### config.mk
export PLATFORM = sky130hd
export DESIGN_NAME = spfmu_top
export DESIGN_NICKNAME = d
export VERILOG_FILES = /design/src/design/spfmu_pkg.sv /design/src/design/spfmu_top.sv
export SDC_FILE = /design/constraint.sdc
export NUM_CORES = 1
export LEC_CHECK = 0
export BUFFER_PORTS_ARGS = -buffer_cell sky130_fd_sc_hd__buf_4
export CAP_MARGIN = 25
export CORE_UTILIZATION = 58
export CTS_CLUSTER_SIZE = 16
export DETAILED_ROUTE_END_ITERATION = 12
export PLACE_DENSITY_LB_ADDON = 0.08
export SLEW_MARGIN = 15
export SYNTH_ARGS = -nofsm -noshare
export SYNTH_HDL_FRONTEND = slang
export SYNTH_SLANG_ARGS = --single-unit
### constraint.sdc
create_clock -name SYS_CLK -period 3.3 [get_ports SYS_CLK]
set_clock_uncertainty 0.2 [all_clocks]
set_input_delay 0.165 -clock SYS_CLK [delete_from_list [all_inputs] [get_ports SYS_CLK]]
set_output_delay 0.165 -clock SYS_CLK [all_outputs]
set_load 0.01 [all_outputs]
### src/design/spfmu_pkg.sv
// serial port package: register map, field positions, states, carriers
// assumes SYS_CLK is the oscillator clock and an AXI4-Lite master
package spfmu_pkg;
  localparam logic [7:0] SERIAL_CONTROL_REG_OFF = 8'h00;
  localparam logic [7:0] SERIAL_BUFFER_OFF = 8'h04;
  localparam logic [7:0] POWER_CONTROL_REG_OFF = 8'h08;
  localparam logic [7:0] TIMER2_CONTROL_REG_OFF = 8'h0c;
  localparam logic [7:0] T2CNT_OFF = 8'h10;
  localparam logic [7:0] T2RLD_OFF = 8'h14;
  localparam int SC_RI = 0;
  localparam int SC_TI = 1;
  localparam int SC_RB8 = 2;
  localparam int SC_TB8 = 3;
  localparam int SC_REN = 4;
  localparam int SC_SM2 = 5;
  localparam int SC_MODE = 6;
  localparam int PC_BAUD_DOUBLE = 7;
  localparam int T2_RUN = 2;
  localparam int T2_EXEN = 3;
  localparam int T2_TX_CLK_SEL_TIMER2 = 4;
  localparam int T2_RCLK = 5;
  localparam int T2_EXF = 6;
  localparam int T2_TF = 7;
  localparam logic [7:0] REG8_RST = 8'h00;
  localparam logic [3:0] PH_LAST = 4'hb;
  localparam logic [3:0] PH_CLK_LO = 4'h4;
  localparam logic [3:0] PH_CLK_HI = 4'h9;
  localparam logic [3:0] PH_SAMPLE = 4'h9;
  localparam logic [3:0] DIV_S7 = 4'h6;
  localparam logic [3:0] DIV_S8 = 4'h7;
  localparam logic [3:0] DIV_S9 = 4'h8;
  localparam logic [7:0] M0_RX_INIT = 8'hfe;
  localparam logic [8:0] ASY_RX_INIT = 9'h1ff;
  localparam logic [1:0] RESP_OK = 2'h0;
  localparam logic [1:0] RESP_ERR = 2'h2;
  typedef enum logic [2:0] {TX_IDLE, TX_REQ, TX_START, TX_DATA, TX_M0_WR, TX_M0_ARM, TX_M0_SEND,
    TX_M0_END} spfmu_txs_t;
  typedef enum logic [2:0] {RX_HUNT, RX_BITS, RX_WAIT, RX_M0_ARM, RX_M0_GO, RX_M0, RX_M0_END} spfmu_rxs_t;
  typedef struct packed {
    logic awvalid; logic [7:0] awaddr; logic wvalid; logic [31:0] wdata; logic [3:0] wstrb;
    logic bready; logic arvalid; logic [7:0] araddr; logic rready;
  } spfmu_axi_req_t;
  typedef struct packed {
    logic awready; logic wready; logic bvalid; logic [1:0] bresp;
    logic arready; logic rvalid; logic [31:0] rdata; logic [1:0] rresp;
  } spfmu_axi_rsp_t;
  typedef struct packed {
    spfmu_axi_rsp_t rsp; logic aw_hold; logic [7:0] aw_addr; logic w_hold; logic [31:0] w_data;
    logic [3:0] w_strb; logic [7:0] serial_control_reg; logic [7:0] serial_buffer; logic [7:0] power_control_reg; logic [7:0] timer2_control_reg;
    logic [15:0] t2cnt; logic [15:0] t2rld; logic [3:0] phase; logic [1:0] pre; logic t1half;
    logic timer2_ext_pin_prev; spfmu_txs_t tx_st; logic [8:0] tx_sh; logic [3:0] tx_div; logic tx_first;
    spfmu_rxs_t rx_st; logic [8:0] rx_sh; logic [3:0] rx_div; logic rx_prev; logic [1:0] smp;
    logic txd; logic rxd_o; logic rxd_oe;
  } spfmu_st_t;
endpackage

### src/design/spfmu_top.sv
// four-mode serial port with timer 2 baud generator, AXI4-Lite registers
// assumes synchronous pins, one 100 MHz clock, timer 1 overflow as a pulse
//
// Our own choices: the AXI4-Lite interface to the registers and the placing of the registers.
`timescale 1ns/1ps
module spfmu_top (
  // clock and reset
  input wire logic SYS_CLK,
  input wire logic SYS_RST,
  // register bus
  input wire spfmu_pkg::spfmu_axi_req_t AXI_REQ,
  output spfmu_pkg::spfmu_axi_rsp_t AXI_RSP,
  // serial pins
  input wire logic RXD_IN,
  output logic RXD_OUT,
  output logic RXD_OE,
  output logic TXD_OUT,
  // timer pins
  input wire logic TIMER2_EXT_PIN_IN,
  input wire logic T1_OVF_IN
);
  import spfmu_pkg::*;

  spfmu_st_t s_q;
  spfmu_st_t s_d;
  logic [1:0] mode;
  logic m0;
  logic [7:0] wb;
  logic wr_go;
  logic serial_control_reg_wr;
  logic serial_buffer_wr;
  logic timer2_control_reg_wr;
  logic cnt_wr;
  logic rld_wr;
  logic s6p2;
  logic t2_baud;
  logic t2_inc;
  logic t2_ovf;
  logic timer2_ext_pin_fall;
  logic m2_tick;
  logic t1_tick;
  logic tx_tick;
  logic tx_roll;
  logic rx_tick;
  logic vote_now;
  logic vote;
  logic rx_final;
  logic [8:0] rx_new;
  logic m0_act;

  function automatic logic hit(input logic [7:0] a);
    return a inside {SERIAL_CONTROL_REG_OFF, SERIAL_BUFFER_OFF, POWER_CONTROL_REG_OFF, TIMER2_CONTROL_REG_OFF, T2CNT_OFF, T2RLD_OFF};
  endfunction

  function automatic logic [7:0] bitrev(input logic [7:0] v);
    logic [7:0] r;
    r = '0;
    for (int i = 0; i < 8; i++)
    begin
      r[i] = v[7 - i];
    end
    return r;
  endfunction

  always_comb
  begin
    s_d = s_q;
    mode = s_q.serial_control_reg[SC_MODE +: 2];
    m0 = mode == 2'h0;
    wb = s_q.w_data[7:0];
    // bus write: address and data taken in either order
    if (AXI_REQ.awvalid && s_q.rsp.awready)
    begin
      s_d.aw_hold = 1'b1;
      s_d.aw_addr = AXI_REQ.awaddr;
    end
    if (AXI_REQ.wvalid && s_q.rsp.wready)
    begin
      s_d.w_hold = 1'b1;
      s_d.w_data = AXI_REQ.wdata;
      s_d.w_strb = AXI_REQ.wstrb;
    end
    wr_go = s_q.aw_hold && s_q.w_hold && !s_q.rsp.bvalid;
    if (wr_go)
    begin
      s_d.aw_hold = 1'b0;
      s_d.w_hold = 1'b0;
      s_d.rsp.bvalid = 1'b1;
      s_d.rsp.bresp = hit(s_q.aw_addr) ? RESP_OK : RESP_ERR;
    end
    else if (s_q.rsp.bvalid && AXI_REQ.bready)
    begin
      s_d.rsp.bvalid = 1'b0;
    end
    s_d.rsp.awready = !s_d.aw_hold;
    s_d.rsp.wready = !s_d.w_hold;
    serial_control_reg_wr = wr_go && s_q.w_strb[0] && s_q.aw_addr == SERIAL_CONTROL_REG_OFF;
    serial_buffer_wr = wr_go && s_q.w_strb[0] && s_q.aw_addr == SERIAL_BUFFER_OFF;
    timer2_control_reg_wr = wr_go && s_q.w_strb[0] && s_q.aw_addr == TIMER2_CONTROL_REG_OFF;
    cnt_wr = wr_go && s_q.aw_addr == T2CNT_OFF;
    rld_wr = wr_go && s_q.aw_addr == T2RLD_OFF;
    // bus read: no read side effects
    if (AXI_REQ.arvalid && s_q.rsp.arready)
    begin
      s_d.rsp.rvalid = 1'b1;
      s_d.rsp.rresp = hit(AXI_REQ.araddr) ? RESP_OK : RESP_ERR;
      s_d.rsp.rdata = '0;
      unique case (AXI_REQ.araddr)
        SERIAL_CONTROL_REG_OFF: s_d.rsp.rdata[7:0] = s_q.serial_control_reg;
        SERIAL_BUFFER_OFF: s_d.rsp.rdata[7:0] = s_q.serial_buffer;
        POWER_CONTROL_REG_OFF: s_d.rsp.rdata[7:0] = s_q.power_control_reg;
        TIMER2_CONTROL_REG_OFF: s_d.rsp.rdata[7:0] = s_q.timer2_control_reg;
        T2CNT_OFF: s_d.rsp.rdata[15:0] = s_q.t2cnt;
        T2RLD_OFF: s_d.rsp.rdata[15:0] = s_q.t2rld;
        default: s_d.rsp.rdata = '0;
      endcase
    end
    else if (s_q.rsp.rvalid && AXI_REQ.rready)
    begin
      s_d.rsp.rvalid = 1'b0;
    end
    s_d.rsp.arready = !s_d.rsp.rvalid;
    // plain register writes; hardware sets below win over them
    if (serial_control_reg_wr)
    begin
      s_d.serial_control_reg = wb;
    end
    if (wr_go && s_q.w_strb[0] && s_q.aw_addr == POWER_CONTROL_REG_OFF)
    begin
      s_d.power_control_reg = wb;
    end
    if (timer2_control_reg_wr)
    begin
      s_d.timer2_control_reg = wb;
    end
    if (rld_wr && s_q.w_strb[0])
    begin
      s_d.t2rld[7:0] = wb;
    end
    if (rld_wr && s_q.w_strb[1])
    begin
      s_d.t2rld[15:8] = s_q.w_data[15:8];
    end
    // machine cycle of 12 clocks; index 11 is S6P2, 0 is S1P1
    s_d.phase = (s_q.phase == PH_LAST) ? 4'h0 : s_q.phase + 4'h1;
    s6p2 = s_q.phase == PH_LAST;
    // timer 2
    t2_baud = s_q.timer2_control_reg[T2_TX_CLK_SEL_TIMER2] || s_q.timer2_control_reg[T2_RCLK];
    t2_inc = s_q.timer2_control_reg[T2_RUN] && (t2_baud ? s_q.phase[0] : s6p2);
    t2_ovf = t2_inc && s_q.t2cnt == 16'hffff;
    if (t2_inc)
    begin
      s_d.t2cnt = t2_ovf ? s_q.t2rld : s_q.t2cnt + 16'h1;
    end
    if (t2_ovf && !t2_baud)
    begin
      s_d.timer2_control_reg[T2_TF] = 1'b1;
    end
    // count writes while running in baud mode may collide
    if (cnt_wr && s_q.w_strb[0])
    begin
      s_d.t2cnt[7:0] = wb;
    end
    if (cnt_wr && s_q.w_strb[1])
    begin
      s_d.t2cnt[15:8] = s_q.w_data[15:8];
    end
    s_d.timer2_ext_pin_prev = TIMER2_EXT_PIN_IN;
    timer2_ext_pin_fall = s_q.timer2_ext_pin_prev && !TIMER2_EXT_PIN_IN;
    if (timer2_ext_pin_fall && s_q.timer2_control_reg[T2_EXEN])
    begin
      s_d.timer2_control_reg[T2_EXF] = 1'b1;
    end
    // 16x baud clocks
    s_d.pre = s_q.pre + 2'h1;
    m2_tick = s_q.power_control_reg[PC_BAUD_DOUBLE] ? s_q.pre[0] : s_q.pre == 2'h3;
    if (T1_OVF_IN)
    begin
      s_d.t1half = !s_q.t1half;
    end
    t1_tick = T1_OVF_IN && (s_q.power_control_reg[PC_BAUD_DOUBLE] || s_q.t1half);
    tx_tick = (mode == 2'h2) ? m2_tick : (s_q.timer2_control_reg[T2_TX_CLK_SEL_TIMER2] ? t2_ovf : t1_tick);
    rx_tick = (mode == 2'h2) ? m2_tick : (s_q.timer2_control_reg[T2_RCLK] ? t2_ovf : rx_tick_t1(t1_tick));
    if (tx_tick)
    begin
      s_d.tx_div = s_q.tx_div + 4'h1;
    end
    tx_roll = tx_tick && s_q.tx_div == 4'hf;
    // transmitter
    unique case (s_q.tx_st)
      TX_IDLE:
        if (serial_buffer_wr)
        begin
          s_d.tx_sh = {(mode[1] ? s_q.serial_control_reg[SC_TB8] : 1'b1), wb};
          s_d.tx_st = m0 ? TX_M0_WR : TX_REQ;
        end
      TX_M0_WR:
        if (s6p2)
        begin
          s_d.tx_st = TX_M0_ARM;
        end
      TX_M0_ARM:
        if (s6p2)
        begin
          s_d.tx_st = TX_M0_SEND;
        end
      TX_M0_SEND:
        if (s6p2)
        begin
          s_d.tx_sh = {1'b0, s_q.tx_sh[8:1]};
          if (s_q.tx_sh[8:1] == 8'h01)
          begin
            s_d.tx_st = TX_M0_END;
          end
        end
      TX_M0_END:
        if (s_q.phase == 4'h0)
        begin
          s_d.tx_st = TX_IDLE;
          s_d.serial_control_reg[SC_TI] = 1'b1;
        end
      TX_REQ:
        if (tx_roll)
        begin
          s_d.tx_st = TX_START;
          s_d.tx_first = 1'b1;
        end
      TX_START:
        if (tx_roll)
        begin
          s_d.tx_st = TX_DATA;
        end
      TX_DATA:
        if (tx_roll)
        begin
          s_d.tx_sh = {mode[1] && s_q.tx_first, s_q.tx_sh[8:1]};
          s_d.tx_first = 1'b0;
          if (s_q.tx_sh[8:1] == 8'h01)
          begin
            s_d.tx_st = TX_IDLE;
            s_d.serial_control_reg[SC_TI] = 1'b1;
          end
        end
    endcase
    // receiver
    if (rx_tick)
    begin
      s_d.rx_div = s_q.rx_div + 4'h1;
      s_d.rx_prev = RXD_IN;
    end
    if (rx_tick && s_q.rx_div == DIV_S7)
    begin
      s_d.smp[0] = RXD_IN;
    end
    if (rx_tick && s_q.rx_div == DIV_S8)
    begin
      s_d.smp[1] = RXD_IN;
    end
    vote_now = rx_tick && s_q.rx_div == DIV_S9;
    vote = (s_q.smp[0] & s_q.smp[1]) | (s_q.smp[0] & RXD_IN) | (s_q.smp[1] & RXD_IN);
    rx_new = {s_q.rx_sh[7:0], vote};
    rx_final = 1'b0;
    unique case (s_q.rx_st)
      RX_HUNT:
        if (m0)
        begin
          if (s_q.serial_control_reg[SC_REN] && !s_q.serial_control_reg[SC_RI])
          begin
            s_d.rx_st = RX_M0_ARM;
          end
        end
        else if (rx_tick && s_q.serial_control_reg[SC_REN] && s_q.rx_prev && !RXD_IN)
        begin
          s_d.rx_st = RX_BITS;
          s_d.rx_div = 4'h0;
          s_d.rx_sh = ASY_RX_INIT;
        end
      RX_BITS:
        if (vote_now)
        begin
          if (s_q.rx_sh == ASY_RX_INIT && vote)
          begin
            s_d.rx_st = RX_HUNT;
          end
          else
          begin
            s_d.rx_sh = rx_new;
            rx_final = !s_q.rx_sh[8];
            if (rx_final)
            begin
              s_d.rx_st = mode[1] ? RX_WAIT : RX_HUNT;
              if (!s_q.serial_control_reg[SC_RI] && (!s_q.serial_control_reg[SC_SM2] || vote))
              begin
                s_d.serial_buffer = bitrev(rx_new[8:1]);
                s_d.serial_control_reg[SC_RB8] = vote;
                s_d.serial_control_reg[SC_RI] = 1'b1;
              end
            end
          end
        end
      RX_WAIT:
        if (vote_now)
        begin
          s_d.rx_st = RX_HUNT;
        end
      RX_M0_ARM:
        if (s6p2)
        begin
          s_d.rx_sh[7:0] = M0_RX_INIT;
          s_d.rx_st = RX_M0_GO;
        end
      RX_M0_GO:
        s_d.rx_st = RX_M0;
      RX_M0:
      begin
        if (s_q.phase == PH_SAMPLE)
        begin
          s_d.smp[0] = RXD_IN;
        end
        if (s6p2)
        begin
          s_d.rx_sh[7:0] = {s_q.rx_sh[6:0], s_q.smp[0]};
          if (!s_q.rx_sh[7])
          begin
            s_d.serial_buffer = bitrev({s_q.rx_sh[6:0], s_q.smp[0]});
            s_d.rx_st = RX_M0_END;
          end
        end
      end
      RX_M0_END:
        if (s_q.phase == 4'h0)
        begin
          s_d.rx_st = RX_HUNT;
          s_d.serial_control_reg[SC_RI] = 1'b1;
        end
    endcase
    // pins, from the next state so they leave flip-flops aligned
    m0_act = s_d.tx_st inside {TX_M0_SEND, TX_M0_END} || s_d.rx_st inside {RX_M0, RX_M0_END};
    s_d.rxd_oe = s_d.tx_st inside {TX_M0_SEND, TX_M0_END};
    s_d.rxd_o = s_d.tx_sh[0];
    if (m0_act)
    begin
      s_d.txd = !(s_d.phase >= PH_CLK_LO && s_d.phase <= PH_CLK_HI);
    end
    else if (s_d.tx_st == TX_START)
    begin
      s_d.txd = 1'b0;
    end
    else if (s_d.tx_st == TX_DATA)
    begin
      s_d.txd = s_d.tx_sh[0];
    end
    else
    begin
      s_d.txd = 1'b1;
    end
  end

  // timer 1 halving shared by both directions
  function automatic logic rx_tick_t1(input logic t);
    return t;
  endfunction

  always_ff @(posedge SYS_CLK)
  begin
    if (SYS_RST)
    begin
      s_q <= '0;
      s_q.serial_control_reg <= REG8_RST;
      s_q.txd <= 1'b1;
      s_q.rx_prev <= 1'b1;
      s_q.timer2_ext_pin_prev <= 1'b1;
      s_q.rsp.awready <= 1'b1;
      s_q.rsp.wready <= 1'b1;
      s_q.rsp.arready <= 1'b1;
    end
    else
    begin
      s_q <= s_d;
    end
  end

  assign AXI_RSP = s_q.rsp;
  assign TXD_OUT = s_q.txd;
  assign RXD_OUT = s_q.rxd_o;
  assign RXD_OE = s_q.rxd_oe;
endmodule

* Word-level counts from Yosys, hierarchy flattened *
Index checks and enable logic that the tools add are counted.

operators by class
  add/sub/neg operators = 5
  order comparisons = 2
  equality and inequality tests = 53
  mux-type cells = 89
  bitwise gates (word level) = 5
  reductions and logical operators = 76

operators by type and width
  kind                     count
  $mux W8                  7
  $mux W3                  18
  $mux W9                  6
  $mux W12                 4
  $mux W16                 3
  $pmux W8 S6              1
  $mux W37                 1
  $logic_and A1 B1 Y1      36
  $eq A3 B3 Y1 const B     11
  $eq A8 B4 Y1 const B     4
  $eq A8 B5 Y1 const B     4
  $mux W1                  32
  $pmux W8 S2              2
  $pmux W8 S4              1
  $pmux W9 S3              1
  $ne A2 B2 Y1 const B     13
  $pmux W3 S8              1
  $pmux W3 S7              1
  $reduce_bool A2 Y1       10
  $eq A3 B2 Y1 const B     6
  $add A16 B1 Y16 const B  1
  $eq A16 B16 Y1 const B   1
  $eq A4 B4 Y1 const B     4
  $eq A8 B3 Y1 const B     2
  other kinds (29)         60

word-level totals
  register bits after elaboration = 181
  input bits = 62
  output and inout port bits = 44
  word-level logic and storage cells = 272

* Depth between registers and ports, before layout *
  depth in word-level cells = 16
  mapped depth = 10
  gate-level depth less buffers = 9

* Worst setup path after synthesis *
No wires, ideal clock.

  path kind = register to register
  from = reg s_q[43] in the netlist's numbering
  to = reg s_q (netlist bit rx_new[6])
  arrival = 2,404 ps
  data required time = 2,960 ps
  slack = 557 ps
  cell stages (with the launch flop) = 11
  buffers on the path = 2
  path through = dfxtp_1 ha_1 and3b_1 buf_6 a31oi_4 nor4_4 o21ai_4 a221o_1 buf_6 a21oi_4 a221oi_1

on the way
  longest elaborated chain between the ends = 11

ends and longest elaborated chain
  what                               line              source
  from (decl)                        spfmu_top.sv:24   spfmu_st_t s_q;
  $eq A4 B4 Y1                       spfmu_top.sv:146  s6p2 = s_q.phase == PH_LAST;
  $mux W1                            spfmu_top.sv:149  t2_inc = s_q.timer2_control_reg[T2_RUN] && (t2_baud ? s_q.phase[0] : s6p2);
  $logic_and A1 B1 Y1                spfmu_top.sv:149
  $logic_and A1 B1 Y1                spfmu_top.sv:150  t2_ovf = t2_inc && s_q.t2cnt == 16'hffff;
  $mux W1 (2 in series)              spfmu_top.sv:183  rx_tick = (mode == 2'h2) ? m2_tick : (s_q.timer2_control_reg[T2_RCLK] ? t2_ovf : rx_tick_t1(t1_tick));
  $logic_and A1 B1 Y1 (3 in series)  spfmu_top.sv:272  else if (rx_tick && s_q.serial_control_reg[SC_REN] && s_q.rx_prev && !RXD_IN)
  $ne A2 B2 Y1 (no line)             n/a
  $reduce_and A7 Y1 (no line) (*)    n/a

Every way passes the cells marked *; elsewhere a longest branch is shown, timed or not.
A chain may end at the register's enable or synchronous reset.

* Final worst setup path *
  from = reg s_q[43] in the netlist's numbering
  to = reg s_q (netlist bit rx_new[3])

Same word-level chain as after synthesis.

==> impl_metrics.json <==
{
  "outcome": "finished clean",
  "swShare_pct": 23.3,
  "clock-root-buffer": "clkbuf_16",
  "most-common-layout-cells": "dfxtp_1 (161), nand2_1 (132), nor2_1 (110)",
  "post-cts-setup-buffers": 0,
  "max_stage_delay_ns": 0.52,
  "grt_max_degree": 99,
  "row_count": 43,
  "die_area_um2": 14600,
  "p_sw_uw": 1040,
  "place_ws_ns": 0.290,
  "fin_ws_ns": 0.246,
  "finalCritPeriodShare_pct": 92.6,
  "fmax_mhz": 327,
  "peakVddDrop_v": 0.000315,
  "core_um2": 13800,
  "drc_errors": 0,
  "first_global_vias": 6798,
  "whs_ns": 0.0136,
  "drive_above_1_share_pct": 14.0,
  "clk_latency_ns": 0.43,
  "critPathRequiredTime_ns": 3.35,
  "synth_cell_types": 74,
  "tightest_slew_ns": 1.03,
  "first_pass_iters": 7,
  "finalWirelength_um": 20700,
  "die_h_um": 121,
  "final_common_cell": "dfxtp_1",
  "arrival_ns": 3.10,
  "cts.sink_count": 161,
  "power_density_nw_per_um2": 463,
  "clk_pin_slew_worst_paths_ns": 0.06,
  "layout.nets": 1129,
  "synthesis.area_um2": 8180,
  "grt_overflow_total": 0,
  "ys_seq_area_share_pct": 39.4,
  "worst_setup_path_startpoint": "s_q[43]",
  "ys_seq_elements": 161,
  "dr.first_iter.drc_count": 707,
  "p_int_uw": 3410,
  "io_buffers": 69,
  "pwr-share-comb_pct": 7.1,
  "max_slew_margin_pct": 31.4,
  "antenna_found_initial": 0,
  "fin_crit_ns": 3.05,
  "leakagePower_uw": 0.00365,
  "finalSetupTns_ns": 0,
  "grt_pass1_wl_um": 34100,
  "wl_per_cell_um": 16.6,
  "placedCellCount": 1179,
  "start_kind": "flip-flop",
  "cts_made_buffers": 17,
  "ys.flop_type": "dfxtp_1",
  "htree_levels": 4,
  "synthCells": 992,
  "final_antenna_net_count": 0,
  "syn-mean-instance-area_um2": 8.24,
  "tritoncts": "done",
  "crit_type": "reg2reg",
  "diodes": 0,
  "place_congestion": 0.927,
  "hp-class": "in2reg",
  "min_from": "AXI_REQ[7]",
  "crit_path_end_kind": "flip-flop",
  "nFillCells": 1171,
  "yosys_warnings": 0,
  "grt_use_total_pct": 29.5,
  "rr_startpoint": "s_q[43]",
  "cpMaxStageDelayCell": "a221o_1",
  "num_vias": 7464,
  "io_pins": 106,
  "hold_viol_final": 0,
  "start_util_pct": 59.1,
  "crit_chain": "ha_1 -> and3b_1 -> a31oi_4 -> nor4_4 -> o21ai_4 -> a221o_1 -> a21oi_4 -> a221oi_1",
  "finalPower_uw": 4450,
  "cts_buffer_depth": 2,
  "p_clk_share_pct": 46.9,
  "rsz0062_at_grt": "false",
  "synthArstFlopShare_pct": 0,
  "instances_no_fill": 1251,
  "viasPerCell": 5.97,
  "fp.dieW_um": 121,
  "area_delta_synth_final_pct": 17.6,
  "slew_violations": 0,
  "setup_violations": 0,
  "critPathMaxFanout": 10,
  "synth-edff-count": 0,
  "drv_cap": 0,
  "pwr-share-seq_pct": 46.0,
  "dp_hpwl_um": 13900
}
==> per-stage QoR <==
step	cell area, um^2	util (%)
6_report	9620	69.5
5_1_grt	9620	69.5
4_1_cts	9620	69.5
3_5_place_dp	8580	62.1
3_3_place_gp	8580	62.1
2_1_floorplan	8240	-
==> area by class of cell <==
cell class	count	area [um^2]	area share, %
Tap cell	180	225	2.34
Timing Repair Buffer	129	1070	11.1
Sequential cell	161	3220	33.5
Inverter	29	109	1.13
Multi-Input combinational cell	720	4360	45.3
Clock buffer	21	480	5.00
Clock inverter	11	151	1.57
==> power by group through the flow <==
stage	Sequential, uW	Combinational [uW]	Clock, uW
3_3_place_gp	2090	268	0
5_1_grt	2050	350	2200
4_1_cts	2050	311	2110
6_report	2050	317	2090
3_5_place_dp	2090	271	0
2_1_floorplan	2070	211	0
==> synth_stat cells (5+ instances only) <==
master | n | share of area (%)
a211o_1 | 5 | 0.54
a211oi_1 | 17 | 1.6
a21oi_1 | 79 | 4.8
a221oi_1 | 18 | 1.9
a222oi_1 | 8 | 0.98
a22oi_1 | 15 | 1.4
a31oi_1 | 11 | 0.84
and2_1 | 8 | 0.61
and3_1 | 7 | 0.54
buf_2 | 7 | 0.43
buf_4 | 41 | 3.8
clkbuf_1 | 45 | 2.1
dfxtp_1 | 161 | 39
ha_1 | 9 | 1.4
inv_1 | 29 | 1.3
mux2_2 | 15 | 2.1
mux2i_1 | 52 | 6.4
nand2_1 | 132 | 6.1
nand2b_1 | 9 | 0.69
nand3_1 | 29 | 1.8
nand3b_1 | 5 | 0.46
nand4_1 | 12 | 0.92
nor2_1 | 110 | 5.0
nor2b_1 | 13 | 0.99
nor3_1 | 25 | 1.5
nor3b_1 | 5 | 0.46
o211ai_1 | 5 | 0.46
o21ai_0 | 35 | 2.1
xnor2_1 | 6 | 0.64
==> final timing paths <==
path | to | slack (ns) | cells past startpoint
worst min-delay path | AXI_RSP[1] | 0.01 | 5
worst max-delay path | rx_new[3] | 0.25 | 8
worst min register to register | s_q[41] | 0.25 | 1
worst max register to register | rx_new[3] | 0.25 | 8
==> critical path: cells and delay by family (launching register included) <==
family / cells / cell delay, ns
AND/OR/NAND/NOR: 2 / 0.74
flip-flops: 1 / 0.45
adder cells (fa/ha/maj): 1 / 0.29
AO/OA/AOI/OAI: 5 / 1.19
==> kinds of logic after synthesis <==
| logic type | synth area share (%) |
|---|---|
| multiplexers | 8.43 |
| adder cells (fa/ha/maj) | 1.50 |
| XOR/XNOR | 1.07 |
| other | 0.0459 |
| AO/OA/AOI/OAI | 19.1 |
| buffers and inverters | 8.14 |
| AND/OR/NAND/NOR | 22.3 |
| flip-flops | 39.4 |
==> per-layer routing <==
layer  part of all wire (%)  vias to the layer above  global-route usage (%)
li1                       -                     3623                       -
met1                     46                     3509                    41.6
met2                     45                      313                    45.4
met3                    7.4                       19                    5.47
met4                    1.2                        0                    9.41
met5                      0                        -                       0
==> timing repair <==
action / in CTS / in global routing
hold endpoints to repair: 36 / 0
setup endpoints to repair: 0 / 0
resized for setup: 0 / 0
hold buffers: 40 / 0
==> state kept, by name, summed over array words and instances (netlist names) <==
signal / flops
rx_new: 8
mode: 2
TXD_OUT: 1
AXI_RSP: 23
RXD_OE: 1
s_q: 126
Note: power is estimated with default switching activity, not from simulation.
